<file path="src/design/hdf_pkg.sv">
// Package: register map, field positions and sizes of the HDLC FIFO block
package hdf_pkg;

  // ---------------------------------------------------------------
  // Sizes
  // ---------------------------------------------------------------
  localparam int unsigned DEPTH      = 8;
  localparam int unsigned DATA_W     = 32;
  localparam int unsigned ADDR_W     = 8;
  localparam int unsigned TX_TAG_W   = 7;
  localparam int unsigned RX_TAG_W   = 4;

  // ---------------------------------------------------------------
  // Register offsets (byte addresses)
  // ---------------------------------------------------------------
  localparam logic [7:0] OFS_IRQ_ENABLE = 8'h00;
  localparam logic [7:0] OFS_TX_CONT    = 8'h04;
  localparam logic [7:0] OFS_TX_TERM    = 8'h08;
  localparam logic [7:0] OFS_RX_PORT    = 8'h0C;
  localparam logic [7:0] OFS_CONTROL    = 8'h10;
  localparam logic [7:0] OFS_STATUS     = 8'h14;

  // ---------------------------------------------------------------
  // Interrupt enable fields and writable mask
  // ---------------------------------------------------------------
  localparam int unsigned IE_RX_AVAIL        = 9;
  localparam int unsigned IE_RX_FLAG_SEEN    = 11;
  localparam int unsigned IE_CARRIER_CHANGE  = 13;
  localparam int unsigned IE_RX_GOOD_FRAME   = 14;
  localparam int unsigned IE_RX_LINE_IDLE    = 15;
  localparam int unsigned IE_RX_ABORT        = 16;
  localparam int unsigned IE_RX_CHECK_ERROR  = 17;
  localparam int unsigned IE_DMA_RX_DONE     = 24;
  localparam int unsigned IE_DMA_RX_EMPTY    = 25;
  localparam int unsigned IE_DMA_RX_OWNER    = 26;
  localparam int unsigned IE_DMA_TX_DONE     = 27;
  localparam int unsigned IE_DMA_TX_EMPTY    = 28;
  localparam int unsigned IE_DMA_TX_OWNER    = 29;
  localparam int unsigned IE_CLK_MISS1       = 30;
  localparam int unsigned IE_CLK_MISS2       = 31;
  localparam logic [31:0] IE_MASK            = 32'hFF03EA00;
  localparam logic [31:0] IE_RESET           = 32'h00000000;

  // ---------------------------------------------------------------
  // Control register fields
  // ---------------------------------------------------------------
  localparam int unsigned CTL_TX_RESET      = 0;
  localparam int unsigned CTL_TX_ABORT      = 1;
  localparam int unsigned CTL_RX_RESET      = 2;
  localparam int unsigned CTL_TX_FOUR_WORD  = 3;
  localparam int unsigned CTL_RX_FOUR_WORD  = 4;
  localparam int unsigned CTL_AUTO_ENABLE   = 5;
  localparam int unsigned CTL_SUPPRESS_CHK  = 6;
  localparam int unsigned CTL_PREAMBLE      = 7;
  localparam int unsigned CTL_W             = 8;
  localparam logic [7:0]  CTL_RESET         = 8'h00;

  // ---------------------------------------------------------------
  // Status register fields
  // ---------------------------------------------------------------
  localparam int unsigned ST_TX_SPACE  = 0;
  localparam int unsigned ST_RX_AVAIL  = 1;
  localparam int unsigned ST_RX_LAST   = 2;
  localparam int unsigned ST_RX_OVR    = 3;
  localparam int unsigned ST_RX_CRC    = 4;
  localparam int unsigned ST_RX_NONOCT = 5;
  localparam int unsigned ST_W         = 6;

  // ---------------------------------------------------------------
  // Tag layouts
  // ---------------------------------------------------------------
  localparam int unsigned TT_BV_LO = 0;
  localparam int unsigned TT_EOF   = 4;
  localparam int unsigned TT_SUPPRESS_CHECK_TAG = 5;
  localparam int unsigned TT_PRE   = 6;
  localparam logic [3:0]  BV_ALL   = 4'hF;
  localparam int unsigned RT_LAST  = 0;
  localparam int unsigned RT_OVR   = 1;
  localparam int unsigned RT_CRC   = 2;
  localparam int unsigned RT_NONOCT = 3;

endpackage

</file>
<file path="src/design/hdf_fifo.sv">
// Module: HDLC transmit and receive FIFOs with interrupt enable register
// Function
// - Receive interrupt enables sit at bits 9, 11, 13-17; 10 and 12 reserved.
// - DMA event interrupt enables sit at bits 24 through 29.
// - Bits 30 and 31 enable one and two missing recovered-clock edge interrupts.
// - Transmit FIFO is eight 32-bit stages shifting toward the transmitter end.
// - Each transmit stage carries byte-valid, end-of-frame, suppress-check, preamble tags.
// - Continue address sets byte-valid tags; terminate address also sets end-of-frame.
// - Suppress-check tag decides whether the frame check sequence is appended.
// - Writing transmit abort or transmit reset clears all transmit tags.
// - DMA sets end-of-frame on the final byte when descriptor last flag set.
// - Long DMA frames keep end-of-frame clear until the descriptor with last flag.
// - Rising byte-valid at the output stage starts a frame with an opening flag.
// - Falling end-of-frame at the output stage closes frame with check and flag.
// - Transmit-space status reads one when FIFO accepts data, per four-word select.
// - Transmit reset, abort or global reset empties FIFO, forces space low, ignores writes.
// - Receive FIFO is eight 32-bit stages, shifting, each with frame-status tags.
// - Tags at the one-word or four-word read location update receive status bits.
// - Receive-available status is one when ready to read, per four-word select.
// - After a receive overrun the overrun frame's data is invalid.
// - In-frame abort or carrier high with auto-enable flushes the current frame only.
// - Receive reset or global reset clears receive FIFO contents.
//
// Design decisions made here: the address map and the address-and-strobe port.
`timescale 1ns/1ns

module hdf_fifo (
  // Clock and reset
  input  wire logic        ref_clk_in,
  input  wire logic        sys_rst_in,
  // Register port
  input  wire logic [7:0]  reg_addr_in,
  input  wire logic [31:0] reg_wdata_in,
  input  wire logic        reg_wr_in,
  input  wire logic        reg_rd_in,
  output logic      [31:0] reg_rdata_out,
  // DMA transmit write port
  input  wire logic        dma_tx_wr_in,
  input  wire logic [31:0] dma_tx_data_in,
  input  wire logic [3:0]  dma_tx_bytes_in,
  input  wire logic        dma_tx_buf_end_in,
  input  wire logic        dma_tx_desc_last_in,
  // Serial transmitter side
  input  wire logic        tx_pop_in,
  output logic             tx_valid_out,
  output logic      [31:0] tx_data_out,
  output logic      [3:0]  tx_bytes_out,
  output logic             tx_eof_out,
  output logic             tx_preamble_out,
  output logic             tx_frame_open_out,
  output logic             tx_frame_close_out,
  output logic             tx_append_check_out,
  // Serial receiver side
  input  wire logic        rx_wr_in,
  input  wire logic [31:0] rx_data_in,
  input  wire logic        rx_last_in,
  input  wire logic        rx_crc_err_in,
  input  wire logic        rx_nonoct_in,
  input  wire logic        rx_abort_in,
  input  wire logic        carrier_detect_n_in,
  // Status and configuration to the channel
  output logic      [31:0] irq_enable_out,
  output logic             tx_space_status_out,
  output logic             rx_avail_status_out
);

  // ---------------------------------------------------------------
  // Declarations
  // ---------------------------------------------------------------
  localparam int unsigned TOP = hdf_pkg::DEPTH - 1;

  logic [31:0]                 hdlc_irq_enable;
  logic [hdf_pkg::CTL_W-1:0]   hdlc_control_reg;
  logic [hdf_pkg::ST_W-1:0]    status;
  logic [31:0]                 tx_data [0:TOP];
  logic [hdf_pkg::TX_TAG_W-1:0] tx_tag [0:TOP];
  logic [TOP:0]                tx_full;
  logic [31:0]                 rx_data [0:TOP];
  logic [hdf_pkg::RX_TAG_W-1:0] rx_tag [0:TOP];
  logic [TOP:0]                rx_full;
  logic                        rx_dropping;
  logic                        tx_out_bv_prev;
  logic                        tx_out_eof_prev;

  // Four free (or four filled) stages at one end
  function automatic logic hdf_all_clear(input logic [3:0] v);
    hdf_all_clear = (v == 4'h0);
  endfunction

  // ---------------------------------------------------------------
  // Register decode
  // ---------------------------------------------------------------
  wire wr_ie      = reg_wr_in & (reg_addr_in == hdf_pkg::OFS_IRQ_ENABLE);
  wire wr_cont    = reg_wr_in & (reg_addr_in == hdf_pkg::OFS_TX_CONT);
  wire wr_term    = reg_wr_in & (reg_addr_in == hdf_pkg::OFS_TX_TERM);
  wire wr_ctl     = reg_wr_in & (reg_addr_in == hdf_pkg::OFS_CONTROL);
  wire rd_rx      = reg_rd_in & (reg_addr_in == hdf_pkg::OFS_RX_PORT);
  wire tx_hold    = hdlc_control_reg[hdf_pkg::CTL_TX_RESET]
                  | hdlc_control_reg[hdf_pkg::CTL_TX_ABORT];
  wire rx_hold    = hdlc_control_reg[hdf_pkg::CTL_RX_RESET];
  wire tx_four    = hdlc_control_reg[hdf_pkg::CTL_TX_FOUR_WORD];
  wire rx_four    = hdlc_control_reg[hdf_pkg::CTL_RX_FOUR_WORD];

  // ---------------------------------------------------------------
  // Transmit load selection
  // ---------------------------------------------------------------
  wire       cpu_tx_wr  = wr_cont | wr_term;
  wire       tx_load    = (cpu_tx_wr | dma_tx_wr_in) & ~tx_full[0] & ~tx_hold;
  wire [31:0] tx_in_data = cpu_tx_wr ? reg_wdata_in : dma_tx_data_in;
  wire [3:0] tx_in_bv   = cpu_tx_wr ? hdf_pkg::BV_ALL : dma_tx_bytes_in;
  wire       tx_in_eof  = cpu_tx_wr ? wr_term
                        : (dma_tx_buf_end_in & dma_tx_desc_last_in);
  wire [hdf_pkg::TX_TAG_W-1:0] tx_in_tag = {hdlc_control_reg[hdf_pkg::CTL_PREAMBLE],
                                            hdlc_control_reg[hdf_pkg::CTL_SUPPRESS_CHK],
                                            tx_in_eof, tx_in_bv};

  // ---------------------------------------------------------------
  // Receive flush and load selection
  // ---------------------------------------------------------------
  wire rx_overrun   = rx_wr_in & rx_full[0] & ~rx_dropping & ~rx_last_in & ~rx_hold;
  wire rx_flush     = rx_abort_in | rx_overrun
                    | (carrier_detect_n_in
                       & hdlc_control_reg[hdf_pkg::CTL_AUTO_ENABLE]);
  wire rx_load      = rx_wr_in & ~rx_full[0] & ~rx_hold & ~rx_flush
                    & (~rx_dropping | rx_last_in);
  wire [hdf_pkg::RX_TAG_W-1:0] rx_in_tag = {rx_nonoct_in, rx_crc_err_in,
                                            rx_dropping, rx_last_in};
  wire rx_pop       = rd_rx & rx_full[TOP];

  // ---------------------------------------------------------------
  // Stage movement: word steps one stage toward the output end
  // ---------------------------------------------------------------
  logic [TOP:0] tx_move;
  logic [TOP:0] rx_move;
  logic [TOP:0] rx_keep;
  genvar g;
  generate
    for (g = 0; g < TOP; g = g + 1) begin : g_move
      assign tx_move[g] = tx_full[g] & ~tx_full[g+1];
      assign rx_move[g] = rx_full[g] & ~rx_full[g+1];
    end
    for (g = 1; g <= TOP; g = g + 1) begin : g_keep
      assign rx_keep[g] = (rx_full[g] & rx_tag[g][hdf_pkg::RT_LAST]) | rx_keep[g-1];
    end
  endgenerate
  assign tx_move[TOP] = tx_full[TOP] & tx_pop_in;
  assign rx_move[TOP] = rx_pop;
  assign rx_keep[0]   = rx_full[0] & rx_tag[0][hdf_pkg::RT_LAST];

  // ---------------------------------------------------------------
  // Transmit stages
  // ---------------------------------------------------------------
  generate
    for (g = 0; g <= TOP; g = g + 1) begin : g_tx
      wire fill = (g == 0) ? tx_load : tx_move[(g == 0) ? 0 : g-1];
      wire [31:0] src_d = (g == 0) ? tx_in_data : tx_data[(g == 0) ? 0 : g-1];
      wire [hdf_pkg::TX_TAG_W-1:0] src_t = (g == 0) ? tx_in_tag : tx_tag[(g == 0) ? 0 : g-1];
      always_ff @(posedge ref_clk_in or posedge sys_rst_in) begin
        if (sys_rst_in) begin
          tx_full[g] <= 1'b0;
          tx_tag[g]  <= '0;
          tx_data[g] <= 32'h00000000;
        end else if (tx_hold) begin
          tx_full[g] <= 1'b0;
          tx_tag[g]  <= '0;
        end else if (fill) begin
          tx_full[g] <= 1'b1;
          tx_tag[g]  <= src_t;
          tx_data[g] <= src_d;
        end else if (tx_move[g]) begin
          tx_full[g] <= 1'b0;
          tx_tag[g]  <= '0;
        end
      end
    end
  endgenerate

  // ---------------------------------------------------------------
  // Receive stages
  // ---------------------------------------------------------------
  generate
    for (g = 0; g <= TOP; g = g + 1) begin : g_rx
      wire fill = (g == 0) ? rx_load : rx_move[(g == 0) ? 0 : g-1];
      wire [31:0] src_d = (g == 0) ? rx_data_in : rx_data[(g == 0) ? 0 : g-1];
      wire [hdf_pkg::RX_TAG_W-1:0] src_t = (g == 0) ? rx_in_tag : rx_tag[(g == 0) ? 0 : g-1];
      always_ff @(posedge ref_clk_in or posedge sys_rst_in) begin
        if (sys_rst_in) begin
          rx_full[g] <= 1'b0;
          rx_tag[g]  <= '0;
          rx_data[g] <= 32'h00000000;
        end else if (rx_hold) begin
          rx_full[g] <= 1'b0;
          rx_tag[g]  <= '0;
        end else if (rx_flush) begin
          rx_full[g] <= rx_full[g] & rx_keep[g] & ~(g == TOP && rx_pop);
        end else if (fill) begin
          rx_full[g] <= 1'b1;
          rx_tag[g]  <= src_t;
          rx_data[g] <= src_d;
        end else if (rx_move[g]) begin
          rx_full[g] <= 1'b0;
          rx_tag[g]  <= '0;
        end
      end
    end
  endgenerate

  // Overrun drop: rest of the frame is discarded up to its last word
  always_ff @(posedge ref_clk_in or posedge sys_rst_in) begin
    if (sys_rst_in) begin
      rx_dropping <= 1'b0;
    end else if (rx_hold || rx_abort_in) begin
      rx_dropping <= 1'b0;
    end else if (rx_overrun) begin
      rx_dropping <= 1'b1;
    end else if (rx_wr_in && rx_last_in) begin
      rx_dropping <= 1'b0;
    end
  end

  // ---------------------------------------------------------------
  // Status computation
  // ---------------------------------------------------------------
  wire [3:0] rx_low_full = rx_full[TOP:TOP-3];
  wire [3:0] rx_region_last;
  wire [3:0] rx_region_ovr;
  wire [3:0] rx_region_crc;
  wire [3:0] rx_region_non;
  generate
    for (g = 0; g < 4; g = g + 1) begin : g_region
      wire in_win = rx_full[TOP-g] & (rx_four | (g == 0));
      assign rx_region_last[g] = in_win & rx_tag[TOP-g][hdf_pkg::RT_LAST];
      assign rx_region_ovr[g]  = in_win & rx_tag[TOP-g][hdf_pkg::RT_OVR];
      assign rx_region_crc[g]  = in_win & rx_tag[TOP-g][hdf_pkg::RT_CRC];
      assign rx_region_non[g]  = in_win & rx_tag[TOP-g][hdf_pkg::RT_NONOCT];
    end
  endgenerate

  wire next_tx_space = ~tx_hold & (tx_four ? hdf_all_clear(tx_full[3:0])
                                           : ~tx_full[0]);
  wire next_rx_avail = ~rx_hold & (rx_four ? (hdf_all_clear(~rx_low_full)
                                              | (|rx_region_last))
                                           : rx_full[TOP]);
  wire [hdf_pkg::ST_W-1:0] next_status = {|rx_region_non, |rx_region_crc,
                                          |rx_region_ovr, |rx_region_last,
                                          next_rx_avail, next_tx_space};

  // ---------------------------------------------------------------
  // Registers
  // ---------------------------------------------------------------
  always_ff @(posedge ref_clk_in or posedge sys_rst_in) begin
    if (sys_rst_in) begin
      hdlc_irq_enable  <= hdf_pkg::IE_RESET;
      hdlc_control_reg <= hdf_pkg::CTL_RESET;
      status           <= '0;
    end else begin
      if (wr_ie) begin
        hdlc_irq_enable <= reg_wdata_in & hdf_pkg::IE_MASK;
      end
      if (wr_ctl) begin
        hdlc_control_reg <= reg_wdata_in[hdf_pkg::CTL_W-1:0];
      end
      status <= next_status;
    end
  end

  // Read data, valid only in the cycle after the read strobe
  wire [31:0] read_mux =
      (reg_addr_in == hdf_pkg::OFS_IRQ_ENABLE) ? hdlc_irq_enable :
      (reg_addr_in == hdf_pkg::OFS_RX_PORT)    ? (rx_full[TOP] ? rx_data[TOP] : 32'h00000000) :
      (reg_addr_in == hdf_pkg::OFS_CONTROL)    ? {24'h000000, hdlc_control_reg} :
      (reg_addr_in == hdf_pkg::OFS_STATUS)     ? {26'h0000000, status} :
      32'h00000000;

  always_ff @(posedge ref_clk_in or posedge sys_rst_in) begin
    if (sys_rst_in) begin
      reg_rdata_out <= 32'h00000000;
    end else if (reg_rd_in) begin
      reg_rdata_out <= read_mux;
    end else begin
      reg_rdata_out <= 32'h00000000;
    end
  end

  // ---------------------------------------------------------------
  // Transmitter frame events
  // ---------------------------------------------------------------
  wire out_bv  = tx_full[TOP] & (|tx_tag[TOP][3:0]);
  wire out_eof = tx_full[TOP] & tx_tag[TOP][hdf_pkg::TT_EOF];

  always_ff @(posedge ref_clk_in or posedge sys_rst_in) begin
    if (sys_rst_in) begin
      tx_out_bv_prev      <= 1'b0;
      tx_out_eof_prev     <= 1'b0;
      tx_frame_open_out   <= 1'b0;
      tx_frame_close_out  <= 1'b0;
      tx_append_check_out <= 1'b0;
    end else begin
      tx_out_bv_prev      <= out_bv & ~tx_move[TOP];
      tx_out_eof_prev     <= out_eof;
      tx_frame_open_out   <= out_bv & ~tx_out_bv_prev & ~tx_out_eof_prev;
      tx_frame_close_out  <= out_eof & tx_move[TOP];
      tx_append_check_out <= ~tx_tag[TOP][hdf_pkg::TT_SUPPRESS_CHECK_TAG];
    end
  end

  // ---------------------------------------------------------------
  // Outputs
  // ---------------------------------------------------------------
  assign tx_valid_out        = tx_full[TOP];
  assign tx_data_out         = tx_data[TOP];
  assign tx_bytes_out        = tx_tag[TOP][3:0];
  assign tx_eof_out          = tx_tag[TOP][hdf_pkg::TT_EOF];
  assign tx_preamble_out     = tx_tag[TOP][hdf_pkg::TT_PRE];
  assign irq_enable_out      = hdlc_irq_enable;
  assign tx_space_status_out = status[hdf_pkg::ST_TX_SPACE];
  assign rx_avail_status_out = status[hdf_pkg::ST_RX_AVAIL];

endmodule

</file>
<file path="config.mk">
export PLATFORM = sky130hd
export DESIGN_NAME = hdf_fifo
export DESIGN_NICKNAME = d
export VERILOG_FILES = /design/src/design/hdf_pkg.sv /design/src/design/hdf_fifo.sv
export SDC_FILE = /design/constraint.sdc
export NUM_CORES = 1
export LEC_CHECK = 0
export ABC_AREA = 1
export BUFFER_PORTS_ARGS = -buffer_cell sky130_fd_sc_hd__buf_2
export CAP_MARGIN = 20
export CORE_AREA = 2 2 280 282
export CTS_CLUSTER_DIAMETER = 120
export DETAILED_ROUTE_END_ITERATION = 7
export DIE_AREA = 0 0 282 284
export PLACE_DENSITY_LB_ADDON = 0.25
export SYNTH_ARGS = -nofsm -noshare
export SYNTH_HDL_FRONTEND = slang
export SYNTH_SLANG_ARGS = --single-unit
export TNS_END_PERCENT = 100
</file>
<file path="constraint.sdc">
create_clock -name ref_clk_in -period 25.6 [get_ports ref_clk_in]
set_input_delay 1.28 -clock ref_clk_in [delete_from_list [all_inputs] [get_ports ref_clk_in]]
set_output_delay 1.28 -clock ref_clk_in [all_outputs]
set_load 0.005 [all_outputs]
</file>
Word level (Yosys, flattened, before mapping)
Index checks and enable logic that the tools add are counted.
{"block": "op_classes", "eq_ne": 6, "muxes": 126, "n_bitwise": 117, "n_reduce_logical": 59}
{"op": "7-bit two-way mux", "count": 24}
{"op": "32-bit two-way mux", "count": 5}
{"op": "4-bit two-way mux", "count": 33}
{"op": "1-bit bitwise AND", "count": 76}
{"op": "1-bit two-way mux", "count": 62}
{"op": "3-bit nonzero test", "count": 17}
{"op": "2-bit AND reduction", "count": 16}
{"op": "4-bit nonzero test", "count": 8}
{"op": "1-bit NOT", "count": 26}
{"op": "3-bit AND reduction", "count": 8}
{"op": "4-bit OR reduction", "count": 5}
{"op": "8-bit by 4-bit equality test with 1-bit output, second input constant", "count": 2}
{"op": "8-bit by 5-bit equality test with 1-bit output, second input constant", "count": 2}
{"op": "1-bit bitwise OR", "count": 14}
{"op": "8-bit by 3-bit equality test with 1-bit output, second input constant", "count": 1}
{"op": "4-bit zero test", "count": 2}
{"op": "8-bit zero test", "count": 1}
{"op": "8-bit two-way mux", "count": 1}
{"op": "6-bit two-way mux", "count": 1}
{"op": "4-bit NOT", "count": 1}
{"op": "2-bit != test, second input constant", "count": 1}
{"op": "1-bit logical AND", "count": 1}
{"op": "1-bit logical OR", "count": 1}
{"block": "totals", "reg_bits": 683, "output_inout_bits": 108, "wordCells": 366}

Logic depth before layout (Yosys ltp)
Gate-level depths: netlist of the first run.
{"block": "depth", "ltp_word": 12, "mapped_depth": 10}

Worst setup path after synthesis of the first run
No wires, ideal clock.
{"block": "synth_timing", "path_type": "input to register", "start": "in reg_addr_in[7]", "end": "reg tx_data, in the netlist g_tx[1].src_d[0]", "setup_time_ns": 0.117, "arrival_ns": 2.243, "t_required_ns": 25.483, "slack_ns": 23.240, "path_stages": 9, "path_buffers": 1, "cell_sequence": "nor2_1 > nand2_1 > nor2_1 > nand2_4 > nand2_1 > nand2_1 > buf_2 > nand2_1 > nand2_1"}
{"block": "synth_between", "elab_chain_len": 7, "word_cells_on_any_way": 10, "cone_classes": "eq/ne (2); mux (1); bitwise (6); reduce/logical (1)"}
{"item": "from (decl)", "line_no": "hdf_fifo.sv:32", "rtl": "input wire logic [7:0] reg_addr_in,"}
{"item": "8-bit by 3-bit equality test with 1-bit output or 8-bit by 4-bit equality test with 1-bit output (tied branches)", "line_no": "hdf_fifo.sv:94, hdf_fifo.sv:95"}
{"item": "1-bit bitwise AND, on equally long branches", "line_no": "hdf_fifo.sv:94, hdf_fifo.sv:95"}
{"item": "1-bit bitwise OR (*)", "line_no": "hdf_fifo.sv:107", "rtl": "wire cpu_tx_wr = wr_cont | wr_term;"}
{"item": "1-bit bitwise OR", "line_no": "hdf_fifo.sv:108", "rtl": "wire tx_load = (cpu_tx_wr | dma_tx_wr_in) & ~tx_full[0] & ~tx_hold;"}
{"item": "1-bit bitwise AND (2 in a row)", "line_no": "hdf_fifo.sv:108"}
{"item": "2-bit AND reduction (no source line)"}
{"item": "to (signal, indexed assignment)", "line_no": "hdf_fifo.sv:169", "rtl": "tx_data[g] <= src_d;"}
{"item": "to (decl)", "line_no": "hdf_fifo.sv:75", "rtl": "logic [31:0] tx_data [0:TOP];"}
Every way passes the cells marked *; elsewhere a longest branch is shown, timed or not.
A chain may end at the register's enable or synchronous reset.

==> impl_metrics.json, run 1 <==
{
  "clk_path_buf_depth": 3,
  "finalSetupViolCount": 0,
  "root_buffer": "clkbuf_16",
  "peakVddDrop_v": 0.0000524,
  "routed_wl_um": 58900,
  "grt_overflow": 0,
  "grt_pass1_vias": 18100,
  "ioPinCount": 230,
  "place_area_um2": 28600,
  "worst-setup-path-type": "in2async",
  "hpwl_um": 40200,
  "rr_endpoint": "g_rx[3].src_d[24]$_DFFE_PP0P_",
  "clock_latency_ns": 0.62,
  "mostFrequentLayoutCell": "nand2_1",
  "slowest_stage": "buf_4",
  "vias_per_cell": 4.56,
  "nFillCells": 7506,
  "drc": 0,
  "yosysTopAreaCell": "dfrtp_1",
  "period_minus_slack_ns": 3.28,
  "wl_per_cell_um": 15.2,
  "cts_sinks": 683,
  "drive_above_1_share_pct": 21.4,
  "power_density_nw_per_um2": 108,
  "skew_ns": 0.0279,
  "antenna_found_initial": 2,
  "netlist_area_um2": 26800,
  "fmax_ghz": 0.305,
  "hold_viol": 0,
  "core.rowCount": 102,
  "cellLeakagePower_nw": 16.2,
  "hold_path_class": "reg2reg",
  "die_w_um": 282,
  "antenna_left": 0,
  "status": "completed",
  "grt_pass1_wl_um": 96400,
  "dr.pass1.iters": 6,
  "first_iter_violations": 1057,
  "slowest_delay_ns": 0.86,
  "nets": 2896,
  "holdPathStages": 1,
  "synth_area_leaders": "dfrtp_1 (64%), nand2_1 (13%), mux2_2 (9.4%)",
  "area_growth_pct": 16.3,
  "final_cell_mix": "nand2_1 (899), dfrtp_1 (683), mux2_2 (224)",
  "min_delay_worst_endpoint": "tx_append_check_out$_DFF_PP0_",
  "hold_buffers": 0,
  "finalMaxSlewViolations": 0,
  "reg2regPathDepth": 7,
  "grt_max_degree": 168,
  "die-area_um2": 80100,
  "track_usage_pct": 14.9,
  "reg2reg_slack_ns": 22.55,
  "post_cts_resize_count": 0,
  "crit_path_start_kind": "input port",
  "crit_fanout": 167,
  "synth_warnings": 0,
  "cts_htree_levels": 3,
  "io_buffers": 212,
  "fin_area_um2": 31200,
  "post_cts_buffers": 0,
  "required_ns": 26.20,
  "ys_seq_area_share_pct": 63.7,
  "rsz0062_at_grt": "false",
  "path_clk_slew_ns": 0.06,
  "vias": 17600,
  "critical_path.endpoint_type": "async pin",
  "tightest_slew_ns": 1.02,
  "numCtsBuffers": 74,
  "worstPathArrival_ns": 3.88,
  "die_h_um": 284,
  "routabilityCongestion": 0.795,
  "crit_chain": "buf_2 -> inv_8 -> buf_12 -> buf_4",
  "reg2reg_from": "hdlc_control_reg[2]$_DFFE_PP0P_",
  "cts_tree": "built",
  "maxSlewHeadroom_pct": 31.4,
  "initial_utilization_pct": 34.9,
  "min-delay-start": "tx_tag[5]$_DFFE_PP0P_",
  "yosysUniqueCellTypes": 32,
  "synth_top_area_share_pct": 63.7,
  "maxCapViolCount": 0,
  "total_power_mw": 3.36,
  "coreArea_um2": 77000,
  "syn_avg_cell_area_um2": 10.4,
  "netlist_instances": 2584,
  "finalSetupTns_ns": 0,
  "min_period_over_period_pct": 12.8,
  "synth_seq_cells": 683
}
[cells by family after synthesis]
family / synth area share [%]
AND/OR/NAND/NOR: 17.0
multiplexers: 9.40
other: 0.0140
buffers and inverters: 5.43
flip-flops: 63.7
AO/OA/AOI/OAI: 4.47
[through the flow]
step                      hold WS, ns  instances  worst slack, ns  utilization (%)
after floorplan                 0.383       2600             5.17                -
after global placement          0.394       3728            21.55             37.2
after detailed placement        0.403       3729            21.47             37.2
after CTS                       0.411       3857            22.13             40.3
after global routing            0.425       3866            21.84             40.5
final                           0.411       3867            22.32             40.5
[report_power, final]
group | internal [mW] | switching (mW)
sequential | 1.42 | 0.170
combinational | 0.364 | 0.380
clock | 0.592 | 0.432
[layer usage]
| metal | up-vias | share of wire [%] | track usage [%] |
|---|---|---|---|
| li1 | 8624 | - | - |
| met5 | - | 0.022 | 0 |
| met1 | 8608 | 48 | 20.8 |
| met4 | 2 | 1.9 | 4.56 |
| met2 | 330 | 46 | 23.4 |
| met3 | 77 | 5.0 | 2.84 |
[worst max path at each step]
| stage | end | from | cells past startpoint | slack [ns] |
|---|---|---|---|---|
| after detailed placement | g_rx[1].src_d[1]$_DFFE_PP0P_ | sys_rst_in | 4 | 21.47 |
| after floorplan | g_region[0].in_win$_DFFE_PP0P_ | sys_rst_in | 1 | 5.17 |
| after CTS | g_rx[2].src_d[1]$_DFFE_PP0P_ | sys_rst_in | 4 | 22.13 |
| final | g_tx[4].src_d[24]$_DFFE_PP0P_ | sys_rst_in | 4 | 22.32 |
| after global routing | g_tx[2].src_d[20]$_DFFE_PP0P_ | sys_rst_in | 4 | 21.84 |
| after global placement | g_rx[1].src_d[0]$_DFFE_PP0P_ | sys_rst_in | 4 | 21.55 |
[synthesized netlist by cell type (all sizes together)]
cell,number
dfrtp,683
o21ai,153
o21a,1
nand3b,1
buf,115
nand4,9
mux2,224
o21bai,1
or2,1
inv,192
nor3,9
o211ai,3
o41ai,1
nand3,139
nand2,911
clkbuf,19
o22ai,42
a21oi,21
o31ai,1
nor2,57
conb,1
[area by class of cell]
class | count | area (µm²) | share of cell area (%)
diodes | 1 | 2.50 | 0.00802
clock buffers | 107 | 2130 | 6.82
clock inverters | 21 | 225 | 0.722
inverters | 192 | 728 | 2.33
multi-input cells | 1591 | 8360 | 26.8
flip-flops and latches | 683 | 17100 | 54.8
well taps | 1040 | 1300 | 4.17
repair buffers | 232 | 1360 | 4.37
[worst max-delay path: cells and delay by family]
family                 cells  cell delay, ns
buffers and inverters      4            2.36
(Power assumes the default switching activity.)
==> run 2: changes to the inputs <==
==> constraint.sdc (replaced) <==
create_clock -name ref_clk_in -period 2.7 [get_ports ref_clk_in]
set_input_delay 0.135 -clock ref_clk_in [delete_from_list [all_inputs] [get_ports ref_clk_in]]
set_output_delay 0.135 -clock ref_clk_in [all_outputs]
set_load 0.005 [all_outputs]
==> impl_metrics.json, run 2 (same netlist as run 1, synthesis figures left out) <==
{
  "antenna_left": 0,
  "io_buffers": 212,
  "multi_input_area_um2": 8360,
  "rr_endpoint": "g_rx[3].src_d[28]$_DFFE_PP0P_",
  "reg2regPathDepth": 10,
  "routabilityCongestion": 0.843,
  "clock_latency_ns": 0.62,
  "critPathLaunch": "hdlc_control_reg[5]$_DFFE_PP0P_",
  "first_iter_violations": 1218,
  "clk_path_buf_depth": 3,
  "finalSetupViolCount": 0,
  "track_usage_pct": 15.2,
  "cts_tree": "built",
  "cellLeakagePower_nw": 16.9,
  "hold_path_class": "in2reg",
  "numCtsBuffers": 73,
  "period_minus_slack_ns": 2.12,
  "critical_path.endpoint_type": "register",
  "fmax_ghz": 0.472,
  "tightest_slew_ns": 0.961,
  "reg2reg_from": "hdlc_control_reg[5]$_DFFE_PP0P_",
  "hold_buffers": 116,
  "power_frac_comb_pct": 21.9,
  "grt_pass1_wl_um": 98700,
  "setup.worst_path.end": "g_rx[3].src_d[28]$_DFFE_PP0P_",
  "die-area_um2": 80100,
  "drive_above_1_share_pct": 21.2,
  "mostFrequentLayoutCell": "nand2_1",
  "initial_utilization_pct": 34.9,
  "internal-power_mw": 23.0,
  "antenna_found_initial": 1,
  "dr.pass1.iters": 5,
  "ioPinCount": 230,
  "grt_max_degree": 143,
  "finalMaxSlewViolations": 0,
  "routed_wl_um": 60100,
  "grt_pass1_vias": 18800,
  "holdPathStages": 6,
  "area_growth_pct": 21.5,
  "worst-setup-path-type": "reg2reg",
  "fin_hold_ws_ns": 0.0912,
  "register_area_um2": 17100,
  "nFillCells": 7441,
  "wl_per_cell_um": 15.0,
  "peakVddDrop_v": 0.000430,
  "power_density_nw_per_um2": 989,
  "pwr-share-seq_pct": 46.9,
  "vias_per_cell": 4.55,
  "coreArea_um2": 77000,
  "path_clk_slew_ns": 0.06,
  "maxSlewHeadroom_pct": 36.0,
  "min_period_over_period_pct": 78.5,
  "status": "completed",
  "swShare_pct": 28.7,
  "crit_path_start_kind": "register",
  "core.rowCount": 102,
  "post_cts_resize_count": 0,
  "worstPathArrival_ns": 2.66,
  "die_h_um": 284,
  "drc": 0,
  "hpwl_um": 41900,
  "post_cts_buffers": 0,
  "root_buffer": "clkbuf_16",
  "reg2reg_slack_ns": 0.58,
  "cts_htree_levels": 3,
  "final_cell_mix": "nand2_1 (899), dfrtp_1 (683), mux2_2 (224)",
  "nets": 3033,
  "skew_ns": 0.0322,
  "required_ns": 3.24,
  "grt_overflow": 0,
  "rsz0062_at_grt": "false",
  "die_w_um": 282,
  "vias": 18200,
  "hold_viol": 0,
  "cts_sinks": 683,
  "clockPowerShare_pct": 31.2,
  "crit_fanout": 35,
  "maxCapViolCount": 0,
  "fin_util_pct": 42.4,
  "p_sw_mw": 9.24
}
run 2: changes by cell type in the layout (fill, tap and decap cells not counted), sizes merged:
cell	before	now
clkinv	16	18
clkinvlp	1	2
clkbuf	107	101
inv	195	194
buf	232	254
dlygate4sd3	0	116
bufinv	1	7
run 2: how the worst min path moves through the flow:
stage	startpoint	end	slack (ns)
after floorplan	tx_pop_in	tx_out_bv_prev$_DFF_PP0_	0.20
after global placement	sys_rst_in	g_rx[4].src_t[1]$_DFFE_PP0P_	0.18
after detailed placement	sys_rst_in	g_rx[4].src_t[3]$_DFFE_PP0P_	0.18
after CTS	rx_wr_in	rx_full[0]$_DFFE_PP0P_	0.06
after global routing	reg_rd_in	reg_rdata_out[9]$_DFF_PP0_	0.09
final	rx_wr_in	rx_full[0]$_DFFE_PP0P_	0.09
run 2: layer usage:
| metal | global-route usage (%) | up-vias | share of wire [%] |
|---|---|---|---|
| li1 | - | 8894 | - |
| met2 | 24.3 | 415 | 47 |
| met5 | 0 | - | 0 |
| met4 | 4.26 | 0 | 2.2 |
| met1 | 20.9 | 8826 | 46 |
| met3 | 2.90 | 95 | 4.9 |
run 2: worst max-delay path, cell delays in order, from the launching register on:
cell and delay [ns]:
dfrtp_1 0.40, nand2_1 0.13, nand2_1 0.10, inv_2 0.10
nand3_4 0.20, inv_2 0.12, buf_4 0.30, nand2_2 0.10
inv_2 0.40, nand2_1 0.12, nand2_1 0.08
run 2: area by class of cell:
type	instances	share of cell area, %
Clock inverter	29	1.29
Timing Repair Buffer	370	8.20
Multi-Input combinational cell	1591	25.6
Antenna cell	1	0.00768
Inverter	192	2.22
Sequential cell	683	52.4
Clock buffer	101	6.23
Tap cell	1040	3.99
run 2: metrics by stage:
step | setup TNS [ns] | total power, mW | setup WS, ns | instance area (µm²) | instances
finish | 0 | 32.2 | 0.580 | 32600 | 4007
detailed placement | 0 | 22.4 | 0.566 | 29000 | 3760
floorplan | -4630.19 | 20.3 | -6.78 | 26900 | 2600
CTS | 0 | 32.7 | 0.562 | 32600 | 4006
global placement | 0 | 22.0 | 0.597 | 29000 | 3760
global route | 0 | 34.3 | 0.340 | 32600 | 4007
run 2: power by group through the flow:
stage | Clock [mW] | Sequential (mW) | Combinational, mW
floorplan | 0 | 14.8 | 5.49
global placement | 0 | 15.2 | 6.77
detailed placement | 0 | 15.3 | 7.04
CTS | 10.4 | 15.2 | 7.20
global route | 10.8 | 15.5 | 7.98
finish | 10.1 | 15.1 | 7.06
